File: src/common/static_mem_cfg.svh
// Constants of the static memory access sequencer.
// Assumes inclusion by the core module and the bench only.
`ifndef STATIC_MEM_CFG_SVH
`define STATIC_MEM_CFG_SVH
`define WAIT_OFF 2'h0
`define WAIT_FROZEN 2'h2
`define WAIT_READY 2'h3
`define SLOW_RD_SETUP 6'h01
`define SLOW_RD_PULSE 7'h01
`define SLOW_CS_RD_SETUP 6'h00
`define SLOW_CS_RD_PULSE 7'h02
`define SLOW_RD_CYCLE 9'h002
`define SLOW_WR_SETUP 6'h01
`define SLOW_WR_PULSE 7'h01
`define SLOW_CS_WR_SETUP 6'h00
`define SLOW_CS_WR_PULSE 7'h03
`define SLOW_WR_CYCLE 9'h003
`define TDF_MAX 4'hf
`endif

File: src/common/static_mem_pkg.sv
// Types of the static memory access sequencer.
// Assumes the constants header alongside.
package static_mem_pkg;
   typedef struct packed {
      logic [5:0] strobe_setup;
      logic [6:0] strobe_pulse;
      logic [5:0] cs_setup;
      logic [6:0] cs_pulse;
      logic [8:0] cycle_len;
   } timing_s;
   typedef struct packed {
      logic [1:0] ext_wait_mode_field;
      logic read_mode;
      logic tdf_mode;
      logic [3:0] tdf_cycles;
   } cs_mode_s;
   typedef enum logic [2:0] {
      ST_IDLE = 3'b000,
      ST_RUN = 3'b001,
      ST_READY_WAIT = 3'b011,
      ST_FLOAT = 3'b010,
      ST_RELOAD = 3'b110
   } seq_state_e;
endpackage

File: src/core/static_mem_wait_slow.sv
// Per-access sequencer: float waits, external wait, slow clock mode.
// Assumes one master clock; requests held until acc_done.
//
// What this block does
// - Optimized float: setup of a next access to the same chip select counts toward float, insert only remainder.
// - Unoptimized float: append float waits after read before next access.
// - Unoptimized: read hold cycles overlapping float period count toward it.
// - Wait mode 10 frozen, 11 ready, 00 ignores the wait input.
// - Wait input sampled only during pulse phase of controlling strobe.
// - Frozen mode halts counters and outputs until wait released.
// - Ready mode tests wait in last pulse cycle and stalls there.
// - Ready mode: wait outside final pulse cycle leaves access length unchanged.
// - Strobe pulse must cover wait latency plus two sync plus one.
// - Slow clock indication replaces all timings by fixed read and write sets.
// - Fixed slow read 1/1/0/2/2, write 1/1/0/3/3 cycles.
// - Transfer started slow finishes with slow set after indication drops.
// - Float count ranges zero to fifteen master-clock cycles.
// - Slow mode entry or exit inserts one reload wait after transfer.
// - Float starts at read strobe or chip-select rise per read mode.
`timescale 1ns/1ns
`include "static_mem_cfg.svh"
module static_mem_wait_slow (
   // Clock and reset
   input wire logic clk,
   input wire logic rst_n,
   input wire logic clk_en,
   // Access request
   input wire logic acc_req,
   input wire logic acc_write,
   input wire logic [2:0] acc_cs,
   output logic acc_done,
   // Per chip select configuration of the requested access
   input wire static_mem_pkg::timing_s rd_timing,
   input wire static_mem_pkg::timing_s wr_timing,
   input wire static_mem_pkg::cs_mode_s cs_mode_reg,
   // Power manager
   input wire logic slow_clk_ind,
   // Memory pins
   input wire logic ext_wait_n,
   output logic read_strobe_n,
   output logic write_strobe_n,
   output logic chip_select_n,
   // Status
   output logic slow_active,
   output logic wait_stalled
);
   static_mem_pkg::seq_state_e state, next_state;
   logic [8:0] cnt, next_cnt;
   logic [3:0] tdf_left, next_tdf_left;
   logic slow, next_slow;
   logic cur_write, next_cur_write;
   logic [2:0] cur_cs, next_cur_cs;
   static_mem_pkg::timing_s tim, next_tim;
   static_mem_pkg::cs_mode_s mode, next_mode;
   logic rd_n, next_rd_n, wr_n, next_wr_n, cs_n, next_cs_n;
   logic done, next_done;
   logic wait_meta, wait_sync;
   logic strobe_pulse, cs_on, last_pulse, waiting, froze;

   // Only the second stage is looked at
   always_ff @(posedge clk or negedge rst_n) begin
      if (!rst_n) begin
         wait_meta <= 1'b0;
         wait_sync <= 1'b0;
      end else if (clk_en) begin
         wait_meta <= ~ext_wait_n;
         wait_sync <= wait_meta;
      end
   end

   function automatic logic in_win(input logic [8:0] c, input logic [5:0] s, input logic [6:0] p);
      in_win = (c >= {3'h0, s}) && (c < ({3'h0, s} + {2'h0, p}));
   endfunction

   always_comb begin
      strobe_pulse = in_win(cnt, tim.strobe_setup, tim.strobe_pulse);
      cs_on = in_win(cnt, tim.cs_setup, tim.cs_pulse);
      last_pulse = strobe_pulse && (cnt == ({3'h0, tim.strobe_setup} + {2'h0, tim.strobe_pulse} - 9'h001));
      // Wait ignored in slow mode and outside the strobe pulse
      waiting = !slow && wait_sync && (mode.ext_wait_mode_field != `WAIT_OFF);
      froze = (state == static_mem_pkg::ST_RUN) && waiting && strobe_pulse
              && (mode.ext_wait_mode_field == `WAIT_FROZEN);
   end

   always_comb begin
      next_state = state;
      next_cnt = cnt;
      next_tdf_left = tdf_left;
      next_slow = slow;
      next_cur_write = cur_write;
      next_cur_cs = cur_cs;
      next_tim = tim;
      next_mode = mode;
      next_done = 1'b0;
      next_rd_n = 1'b1;
      next_wr_n = 1'b1;
      next_cs_n = 1'b1;
      case (state)
         static_mem_pkg::ST_IDLE, static_mem_pkg::ST_RELOAD: begin
            // Reload cycle doubles as the idle cycle before accept
            next_state = static_mem_pkg::ST_IDLE;
            if (slow != slow_clk_ind) begin
               next_slow = slow_clk_ind;
               next_state = static_mem_pkg::ST_RELOAD;
            end else if (acc_req) begin
               next_cur_write = acc_write;
               next_cur_cs = acc_cs;
               next_mode = cs_mode_reg;
               next_cnt = 9'h000;
               // Slow set latched here, kept to the end of the transfer
               if (slow) begin
                  next_tim = acc_write ? {`SLOW_WR_SETUP, `SLOW_WR_PULSE, `SLOW_CS_WR_SETUP,
                                          `SLOW_CS_WR_PULSE, `SLOW_WR_CYCLE}
                                       : {`SLOW_RD_SETUP, `SLOW_RD_PULSE, `SLOW_CS_RD_SETUP,
                                          `SLOW_CS_RD_PULSE, `SLOW_RD_CYCLE};
               end else begin
                  next_tim = acc_write ? wr_timing : rd_timing;
               end
               // Optimized float: setup of this access absorbs pending float
               if (mode.tdf_mode && acc_cs == cur_cs) begin
                  if ({2'h0, tdf_left} > next_tim.strobe_setup) begin
                     next_tdf_left = tdf_left - next_tim.strobe_setup[3:0];
                     next_state = static_mem_pkg::ST_FLOAT;
                  end else begin
                     next_tdf_left = 4'h0;
                     next_state = static_mem_pkg::ST_RUN;
                  end
               end else if (tdf_left != 4'h0) begin
                  next_state = static_mem_pkg::ST_FLOAT;
               end else begin
                  next_state = static_mem_pkg::ST_RUN;
               end
            end else if (tdf_left != 4'h0) begin
               next_tdf_left = tdf_left - 4'h1;
            end
         end
         static_mem_pkg::ST_FLOAT: begin
            next_tdf_left = tdf_left - 4'h1;
            if (tdf_left == 4'h1) begin
               next_state = static_mem_pkg::ST_RUN;
            end
         end
         static_mem_pkg::ST_RUN: begin
            next_rd_n = !(strobe_pulse && !cur_write);
            next_wr_n = !(strobe_pulse && cur_write);
            next_cs_n = !cs_on;
            if (froze) begin
               // Hold the pins exactly as they are
               next_rd_n = rd_n;
               next_wr_n = wr_n;
               next_cs_n = cs_n;
            end else if (last_pulse && waiting && mode.ext_wait_mode_field == `WAIT_READY) begin
               next_state = static_mem_pkg::ST_READY_WAIT;
            end else if (cnt + 9'h001 >= tim.cycle_len) begin
               next_state = static_mem_pkg::ST_IDLE;
               next_done = 1'b1;
               // Pins lag a cycle, so the last position still shows here
               // Float counted from strobe or cs rise; hold cycles already spent count
               if (!cur_write) begin
                  next_tdf_left = remain(mode, tim, cnt);
               end
            end else begin
               next_cnt = cnt + 9'h001;
            end
         end
         static_mem_pkg::ST_READY_WAIT: begin
            next_rd_n = rd_n;
            next_wr_n = wr_n;
            next_cs_n = cs_n;
            if (!wait_sync) begin
               next_cnt = cnt + 9'h001;
               next_state = static_mem_pkg::ST_RUN;
            end
         end
         default: begin
            next_state = static_mem_pkg::ST_IDLE;
         end
      endcase
   end

   function automatic logic [3:0] remain(input static_mem_pkg::cs_mode_s m,
                                         input static_mem_pkg::timing_s t, input logic [8:0] c);
      logic [8:0] rise;
      logic [8:0] spent;
      rise = m.read_mode ? ({3'h0, t.strobe_setup} + {2'h0, t.strobe_pulse})
                         : ({3'h0, t.cs_setup} + {2'h0, t.cs_pulse});
      spent = (c + 9'h001 > rise) ? (c + 9'h001 - rise) : 9'h000;
      remain = (spent >= {5'h00, m.tdf_cycles}) ? 4'h0 : (m.tdf_cycles - spent[3:0]);
   endfunction

   always_ff @(posedge clk or negedge rst_n) begin
      if (!rst_n) begin
         state <= static_mem_pkg::ST_IDLE;
         cnt <= 9'h000;
         tdf_left <= 4'h0;
         slow <= 1'b0;
         cur_write <= 1'b0;
         cur_cs <= 3'h0;
         tim <= '0;
         mode <= '0;
         rd_n <= 1'b1;
         wr_n <= 1'b1;
         cs_n <= 1'b1;
         done <= 1'b0;
      end else if (clk_en) begin
         state <= next_state;
         cnt <= next_cnt;
         tdf_left <= next_tdf_left;
         slow <= next_slow;
         cur_write <= next_cur_write;
         cur_cs <= next_cur_cs;
         tim <= next_tim;
         mode <= next_mode;
         rd_n <= next_rd_n;
         wr_n <= next_wr_n;
         cs_n <= next_cs_n;
         done <= next_done;
      end
   end

   assign read_strobe_n = rd_n;
   assign write_strobe_n = wr_n;
   assign chip_select_n = cs_n;
   assign acc_done = done;
   assign slow_active = slow;
   assign wait_stalled = froze || (state == static_mem_pkg::ST_READY_WAIT);

   chk_sync_two_stage: assert property (@(posedge clk) disable iff (!rst_n)
      clk_en && $past(clk_en) && $past(clk_en, 2) |-> wait_sync == $past(~ext_wait_n, 2))
      else $error("wait synchronizer depth wrong");
   chk_wait_off_ignored: assert property (@(posedge clk) disable iff (!rst_n)
      mode.ext_wait_mode_field == `WAIT_OFF |-> !wait_stalled)
      else $error("wait honoured while disabled");
   chk_wait_pulse_only: assert property (@(posedge clk) disable iff (!rst_n)
      state == static_mem_pkg::ST_RUN && !strobe_pulse && clk_en && (cnt + 9'h001 < tim.cycle_len)
      |=> cnt == $past(cnt) + 9'h001)
      else $error("wait acted outside strobe pulse");
   chk_frozen_hold: assert property (@(posedge clk) disable iff (!rst_n)
      froze && clk_en |=> $stable(cnt) && $stable(read_strobe_n) && $stable(write_strobe_n))
      else $error("frozen access moved");
   chk_ready_stall: assert property (@(posedge clk) disable iff (!rst_n)
      state == static_mem_pkg::ST_READY_WAIT && wait_sync |=> state == static_mem_pkg::ST_READY_WAIT || !clk_en)
      else $error("ready stall left while waiting");
   chk_slow_latch: assert property (@(posedge clk) disable iff (!rst_n)
      state == static_mem_pkg::ST_RUN && clk_en |=> $stable(tim))
      else $error("timing changed mid transfer");
   chk_reload_insert: assert property (@(posedge clk) disable iff (!rst_n)
      clk_en && $changed(slow) |-> state == static_mem_pkg::ST_RELOAD)
      else $error("no reload wait on slow mode change");
   chk_float_bound: assert property (@(posedge clk) disable iff (!rst_n)
      state == static_mem_pkg::ST_FLOAT |-> tdf_left != 4'h0 && tdf_left <= `TDF_MAX)
      else $error("float count out of range");
   chk_slow_write_len: assert property (@(posedge clk) disable iff (!rst_n)
      slow && state == static_mem_pkg::ST_RUN && cur_write |-> tim.cycle_len == `SLOW_WR_CYCLE)
      else $error("slow write cycle wrong");
endmodule

File: config.mk
export PLATFORM = sky130hd
export DESIGN_NAME = static_mem_wait_slow
export DESIGN_NICKNAME = d
export VERILOG_FILES = /design/src/common/static_mem_pkg.sv /design/src/core/static_mem_wait_slow.sv
export VERILOG_INCLUDE_DIRS = /design/src /design/src/common
export SDC_FILE = /design/constraint.sdc
export NUM_CORES = 1
export LEC_CHECK = 0
export ABC_CLOCK_PERIOD_IN_PS = 4800
export BUFFER_PORTS_ARGS = -buffer_cell sky130_fd_sc_hd__clkbuf_2
export CAP_MARGIN = 20
export CORE_ASPECT_RATIO = 1.1
export CORE_UTILIZATION = 47
export DETAILED_ROUTE_END_ITERATION = 10
export HOLD_SLACK_MARGIN = 0.08
export PLACE_DENSITY_LB_ADDON = 0.08
export SKIP_CTS_REPAIR_TIMING = 1
export SLEW_MARGIN = 5
export SYNTH_ARGS = -nofsm -noshare
export SYNTH_HDL_FRONTEND = slang
export SYNTH_SLANG_ARGS = --single-unit
export TNS_END_PERCENT = 5
File: constraint.sdc
create_clock -name clk -period 4.8 [get_ports clk]
set_input_delay 0.96 -clock clk [delete_from_list [all_inputs] [get_ports clk]]
set_output_delay 0.96 -clock clk [all_outputs]
set_load 0.01 [all_outputs]
## Yosys cells after proc, flatten, opt, wreduce, memory -nomap -nowiden

Index checks and enable logic that the tools add are counted.

| cells by class | value |
|---|---|
| add/sub/neg operators | 8 |
| magnitude comparators | 8 |
| reductions and logical operators | 31 |
| mux-type cells | 47 |
| bitwise logic cells | 3 |
| equality and inequality tests | 22 |

Operators by type and width:

| operator | count |
|---|---|
| 35-bit two-way mux | 5 |
| 9-bit two-way mux | 7 |
| 4-bit two-way mux | 10 |
| 9-bit one-hot mux with 3 select lines | 1 |
| 3-bit two-way mux | 8 |
| 9-bit by 6-bit >= comparator with 1-bit output | 2 |
| 9-bit < comparator | 2 |
| 6-bit by 7-bit adder with 8-bit output | 2 |
| 2-bit inequality test, second input constant | 8 |
| 1-bit logical AND | 13 |
| 3-bit one-hot mux with 4 select lines | 1 |
| 4-bit one-hot mux with 3 select lines | 1 |
| 10-bit two-way mux | 1 |
| 9-bit by 1-bit adder with 9-bit output, second input constant | 1 |
| 9-bit equality test | 1 |
| 9-bit by 4-bit >= comparator with 1-bit output | 1 |
| 9-bit >= comparator | 1 |
| 9-bit by 8-bit greater-than comparator with 1-bit output | 1 |
| 9-bit AND reduction | 1 |
| 9-bit by 1-bit subtractor with 9-bit output, second input constant | 1 |
| 9-bit by 8-bit subtractor with 9-bit output | 1 |
| 8-bit two-way mux | 1 |
| 8-bit AND reduction | 1 |
| 4-bit subtractor | 2 |
| 26 further kinds | 46 |

| storage, ports and cells | value |
|---|---|
| logic and storage cells | 140 |
| register bits | 70 |
| output and inout port bits | 6 |
| input port bits | 88 |

## Longest topological paths before layout

| depth | value |
|---|---|
| depth after elaboration | 11 |
| mapped depth | 26 |
| depth with buffers taken out | 26 |

## Worst setup path before layout

OpenSTA, ideal clock, no wires.

| path | value |
|---|---|
| path type | flip-flop to flip-flop |
| start | reg tim[29] (netlist name) |
| end | reg tdf_left[1] |
| required time | 4.736 ns |
| stages on the path, launching flop included | 24 |
| setup time | 0.064 ns |
| slack | 0.289 ns |
| path buffers | 0 |
| clock period less this slack | 4.511 ns |
| arrival | 4.447 ns |
| path through | dfrtp_1 -> ha_1 -> inv_1 -> fa_1 -> nand2b_1 -> a2111oi_2 -> a311oi_2 -> mux2_2 -> ha_1 -> and3_1 -> nand4_1 -> nand2_1 -> nand2_1 -> a31oi_1 -> or2_2 -> inv_1 -> ha_1 -> nand2b_1 -> a21o_1 -> a21o_1 -> a211oi_1 -> nand2_1 -> o21ai_0 -> mux2_4 |

| between the ends | value |
|---|---|
| cells in the longest elaborated chain, start to end | 11 |
| elaborated cells between the ends (all ways) | 26 |

Ends and longest elaborated chain:

| element | RTL line | text |
|---|---|---|
| start: declaration | static_mem_wait_slow.sv:53 | `static_mem_pkg::timing_s tim, next_tim;` |
| start signal: assignment | static_mem_wait_slow.sv:212 | `tim <= next_tim;` |
| 6-bit by 7-bit adder with 8-bit output | static_mem_wait_slow.sv:72, static_mem_wait_slow.sv:78, static_mem_wait_slow.sv:185 |  |
| 8-bit two-way mux | static_mem_wait_slow.sv:185 | `rise = m.read_mode ? ({3'h0, t.strobe_setup} + {2'h0, t.strobe_pulse})` |
| 9-bit by 8-bit subtractor with 9-bit output or 9-bit by 8-bit greater-than comparator with 1-bit output (tied branches) | static_mem_wait_slow.sv:187 | `spent = (c + 9'h001 > rise) ? (c + 9'h001 - rise) : 9'h000;` |
| 9-bit two-way mux | static_mem_wait_slow.sv:187 |  |
| 9-bit by 4-bit >= comparator with 1-bit output or 4-bit subtractor (tied branches) | static_mem_wait_slow.sv:188 | `remain = (spent >= {5'h00, m.tdf_cycles}) ? 4'h0 : (m.tdf_cycles - spent[3:0]);` |
| 4-bit two-way mux | static_mem_wait_slow.sv:188 |  |
| 4-bit two-way mux | static_mem_wait_slow.sv:159 | `if (!cur_write) begin` |
| 4-bit two-way mux | static_mem_wait_slow.sv:154 | `end else if (cnt + 9'h001 >= tim.cycle_len) begin` |
| 4-bit two-way mux | static_mem_wait_slow.sv:152 | `` end else if (last_pulse && waiting && mode.ext_wait_mode_field == `WAIT_READY) begin `` |
| 4-bit two-way mux | static_mem_wait_slow.sv:147 | `if (froze) begin` |
| 4-bit one-hot mux with 3 select lines | static_mem_wait_slow.sv:98 | `case (state)` |
| end signal: assignment | static_mem_wait_slow.sv:208 | `tdf_left <= next_tdf_left;` |
| end: declaration | static_mem_wait_slow.sv:49 | `logic [3:0] tdf_left, next_tdf_left;` |

Several ways; a longest one is shown, not always the timed one. The select of a mux whose other input is x is not followed.
A chain may end at the register's enable or synchronous reset.

## Worst setup path after layout

| path | value |
|---|---|
| start | reg tim[29] (netlist name) |
| end | out wait_stalled |

| between the ends | value |
|---|---|
| cells in the longest elaborated chain, start to end | 6 |
| elaborated cells between the ends (all ways) | 7 |

Ends and longest elaborated chain:

| element | RTL line | text |
|---|---|---|
| 6-bit by 7-bit adder with 8-bit output | static_mem_wait_slow.sv:72 | `in_win = (c >= {3'h0, s}) && (c < ({3'h0, s} + {2'h0, p}));` |
| 9-bit < comparator | static_mem_wait_slow.sv:72 |  |
| 1-bit logical AND (*) | static_mem_wait_slow.sv:72 |  |
| 1-bit logical AND (*) (2 in series) | static_mem_wait_slow.sv:81 | `froze = (state == static_mem_pkg::ST_RUN) && waiting && strobe_pulse` |
| 1-bit logical OR (*) | static_mem_wait_slow.sv:226 | `assign wait_stalled = froze \|\| (state == static_mem_pkg::ST_READY_WAIT);` |
| end: declaration | static_mem_wait_slow.sv:45 | `output logic wait_stalled` |

Mark *: on every way between the ends. The rest lies on a longest branch, timed or not.

==> metrics.txt <==
status complete, no violations; total iterations of the first detailed-routing run 5; arrival time of the worst setup path 3.76 ns; sequential-to-total area share from yosys stat 0.2770; IO Port Bufs 93; worst r2r path cells 23; Core Region 13,160 um^2; detail-routed via count per cell 5.746; Placer Congestion 0.9177; synthesized-area fraction occupied by ao, oa, aoi and oai cells 0.2115; Yosys cell types 77; Max Freq 212.0 MHz; initial antenna violation count 0; area share of xor/xnor cells in the synthesized design 0.04916; Horiz. Die Dim 112.7 um; total wire length 17,050 um; max-cap violation count 0; Setup crit start kind register; Clk Latency, worst-skew pair 0.34 ns; Root Buffer sky130_fd_sc_hd__clkbuf_16; synth top area cells sky130_fd_sc_hd__dfrtp_1 26%, sky130_fd_sc_hd__ha_1 14%, sky130_fd_sc_hd__mux2i_1 4.7%, sky130_fd_sc_hd__inv_1 3.8%, sky130_fd_sc_hd__nand2_1 3.6%; CP max stage delay 0.40 ns; maximum number of pins on one net before global-route repair 71; Static Leak 3.765 nW; all-layer global routing usage 0.2596; number of synthesized flops with an enable pin 0; category of the worst setup path capture point output pin; RR Endpoint tdf_left[3]$_DFFE_PN0P_; maximum vdd ir drop 0.4260 mV; ratio of final minimum period to clock period 0.9828; Via Count 5,637; Final Power 5.397 mW; initial standard-cell utilization of the core 0.4816; transition time at the pin with the least slew margin 0.9156 ns; kind of critical path register to output pin; clock sink total 70; most numerous cell on the critical path sky130_fd_sc_hd__inv_1; RSZ-0062 raised after global routing true; Final nets 979; half-perimeter wire length after placement 13,280 um; Clk pin slew, worst setup/hold paths 0.06 ns; net count of the mapped netlist 877; Tmin final 4.718 ns; worst hold path depth 2; first-pass GRT wire length 27,900 um; total of fill cells in the finished design 1,175; setup slack, reg-to-reg 0.16 ns; total clock buffers created by CTS 9; post-synthesis mux area share 0.08885; fraction of synthesized cell area taken by the top area cell type 0.2646; antenna diode count 0; final setup vio count 0; required time of the critical path 3.84 ns; Bufs and invs on worst path 3; dominant delay contributor by cell family on the critical path compound AO/OA/AOI/OAI gates; die area 13,950 um^2; Post-synth ARST share 1.000; number of instances in the placed design 957; worst-path fanout max 4; cell area after synthesis 6337 um^2; CTS H-tree lvls 3; hold path start tim[7]$_DFFE_PN0P_; CP max stage cell sky130_fd_sc_hd__fa_1; worst hold endpoint tim[7]$_DFFE_PN0P_; I/O Pins 94; Max-slew headroom 0.3896; clock tree from TritonCTS done; row cnt 44; fraction of final layout cells with drive strength greater than 1 0.2561; chain of cells forming the critical path ha_2, inv_1, fa_1, nand2b_4, a21o_1, a311oi_4, ha_1, a211o_1, o221ai_2, a21oi_2, a2111oi_4, a22oi_2, inv_1, clkbuf_2; simple logic cell fraction of the synthesized area 0.1570; final hold vios 0; top flip-flop cell by instance count after synthesis sky130_fd_sc_hd__dfrtp_1; final non-filler cell total 981; number of DRC markers after the initial detailed-route iteration 278; remaining number of nets flagged by the antenna check after routing 0; path class of the lowest-slack min-delay path register to register; total grt overflow 0; arithmetic-cell share of the synthesized area counting full adders, half adders and majority gates 0.1576; final count of pins violating max slew 0; via count of the first global-routing pass 5,617; detail-routed net length per standard cell 17.38 um; main combinational cell family by area after synthesis compound AO/OA/AOI/OAI gates; number of standard cells after synthesis 713; Synth area leader sky130_fd_sc_hd__dfrtp_1; Synth Warn # 0; DRC violation count after routing 0; Max Root-Sink Buffers 2; largest clock skew in the final design 0.007558 ns; height of the die 123.8 um; cell area power density 715.8 nW/um^2; startpoint of the most critical register-to-register path tim[29]$_DFFE_PN0P_; register bit count reported by yosys 70; Area Growth Syn to Fin 18.97%; mean instance size in the synthesized netlist 8.888 um^2
[state kept, by name, summed over array words and instances (netlist names), 3 cells and up]
signal	count
tdf_left	4
mode	8
state	3
cnt	9
tim	35
cur_cs	3
[synth_stat cells, drive strengths merged (10+ instances only)]
cell     n
o31ai   28
nand3   15
xor2    10
nor3    11
ha      71
a21oi   42
dfrtp   67
clkbuf  24
o21ai   37
nor2    32
nor2b   13
mux2i   30
xnor2   21
a21o    23
mux2    22
nand2   61
inv     69
nand2b  14
[logic make-up after synthesis]
logic type | after synthesis
flip-flops | 70
adder cells (fa/ha/maj) | 77
multiplexers | 52
buffers and inverters | 97
XOR/XNOR | 32
AND/OR/NAND/NOR | 191
AO/OA/AOI/OAI | 194
[how the worst max path moves through the flow]
stage / startpoint / endpoint / slack, ns / cells after the start
floorplan: tim[29]$_DFFE_PN0P_ / tdf_left[1]$_DFFE_PN0P_ / 0.29 / 23
global placement: tim[29]$_DFFE_PN0P_ / tdf_left[0]$_DFFE_PN0P_ / 0.18 / 23
detailed placement: tim[29]$_DFFE_PN0P_ / tdf_left[0]$_DFFE_PN0P_ / 0.06 / 23
CTS: tim[29]$_DFFE_PN0P_ / wait_stalled / -0.24 / 14
global route: tim[29]$_DFFE_PN0P_ / wait_stalled / -0.1 / 14
finish: tim[29]$_DFFE_PN0P_ / wait_stalled / 0.08 / 14
[worst register-to-register path: cells and delay by family, from the launching register on]
family                     cells  cell delay, ns
muxes                          2            0.46
DFF                            1            0.38
AOI/OAI and AO/OA              8            1.59
adders and majority gates      4            1.07
and+or+nand+nor                5            0.68
buffers and inverters          4            0.40
[per-layer routing]
layer	vias up	share of wire	GRT usage
met1	2698	0.46	0.3381
li1	2778	-	-
met2	135	0.48	0.4429
met4	0	0.024	0.08667
met3	26	0.040	0.03942
met5	-	0	0
[cells in the final DEF, fill, tap and decap left out, drive strengths merged, types with 5 or more instances in the layout]
| cell type | n |
|---|---|
| clkbuf | 102 |
| ha | 71 |
| inv | 69 |
| dfrtp | 67 |
| nand2 | 61 |
| a21oi | 42 |
| o21ai | 37 |
| nor2 | 32 |
| mux2i | 30 |
| o31ai | 28 |
| buf | 27 |
| a21o | 23 |
| mux2 | 22 |
| xnor2 | 21 |
| nand3 | 15 |
| nand2b | 14 |
| nor2b | 13 |
| nor3 | 11 |
| xor2 | 10 |
| or2 | 8 |
| o22ai | 7 |
| and3 | 7 |
| a211o | 7 |
| o21a | 6 |
| nand4 | 6 |
| a211oi | 6 |
| or3 | 5 |
| a22o | 5 |
| fa | 5 |
| a2111oi | 5 |
[report_power, final]
part	switching [mW]	total [mW]	internal [mW]
sequential	0.226	1.04	0.814
clock	0.263	0.678	0.415
combinational	2.00	3.68	1.68
[cell type report]
class	instances	area, um^2	area share
repair buffers	119	663.1	0.08795
inverters	69	259.0	0.03435
flip-flops and latches	70	1755	0.2328
clock buffers	10	239.0	0.03170
clock inverters	6	61.31	0.008131
well taps	161	201.4	0.02672
multi-input cells	546	4360	0.5783
[metrics by stage]
stage | instance area (um^2) | hold WS (ns) | util | TNS (ns) | worst slack [ns]
3_5_place_dp | 7027 | 0.4667 | 0.5340 | 0 | 0.05981
3_3_place_gp | 7027 | 0.4647 | 0.5340 | 0 | 0.1833
2_1_floorplan | 6337 | 0.4485 | - | 0 | 0.2887
5_1_grt | 7540 | 0.4980 | 0.5730 | -0.2796 | -0.09947
6_report | 7540 | 0.4798 | 0.5730 | 0 | 0.08240
4_1_cts | 7327 | 0.4798 | 0.5569 | -0.2401 | -0.2401
Note: power is estimated with default switching activity, not from simulation.
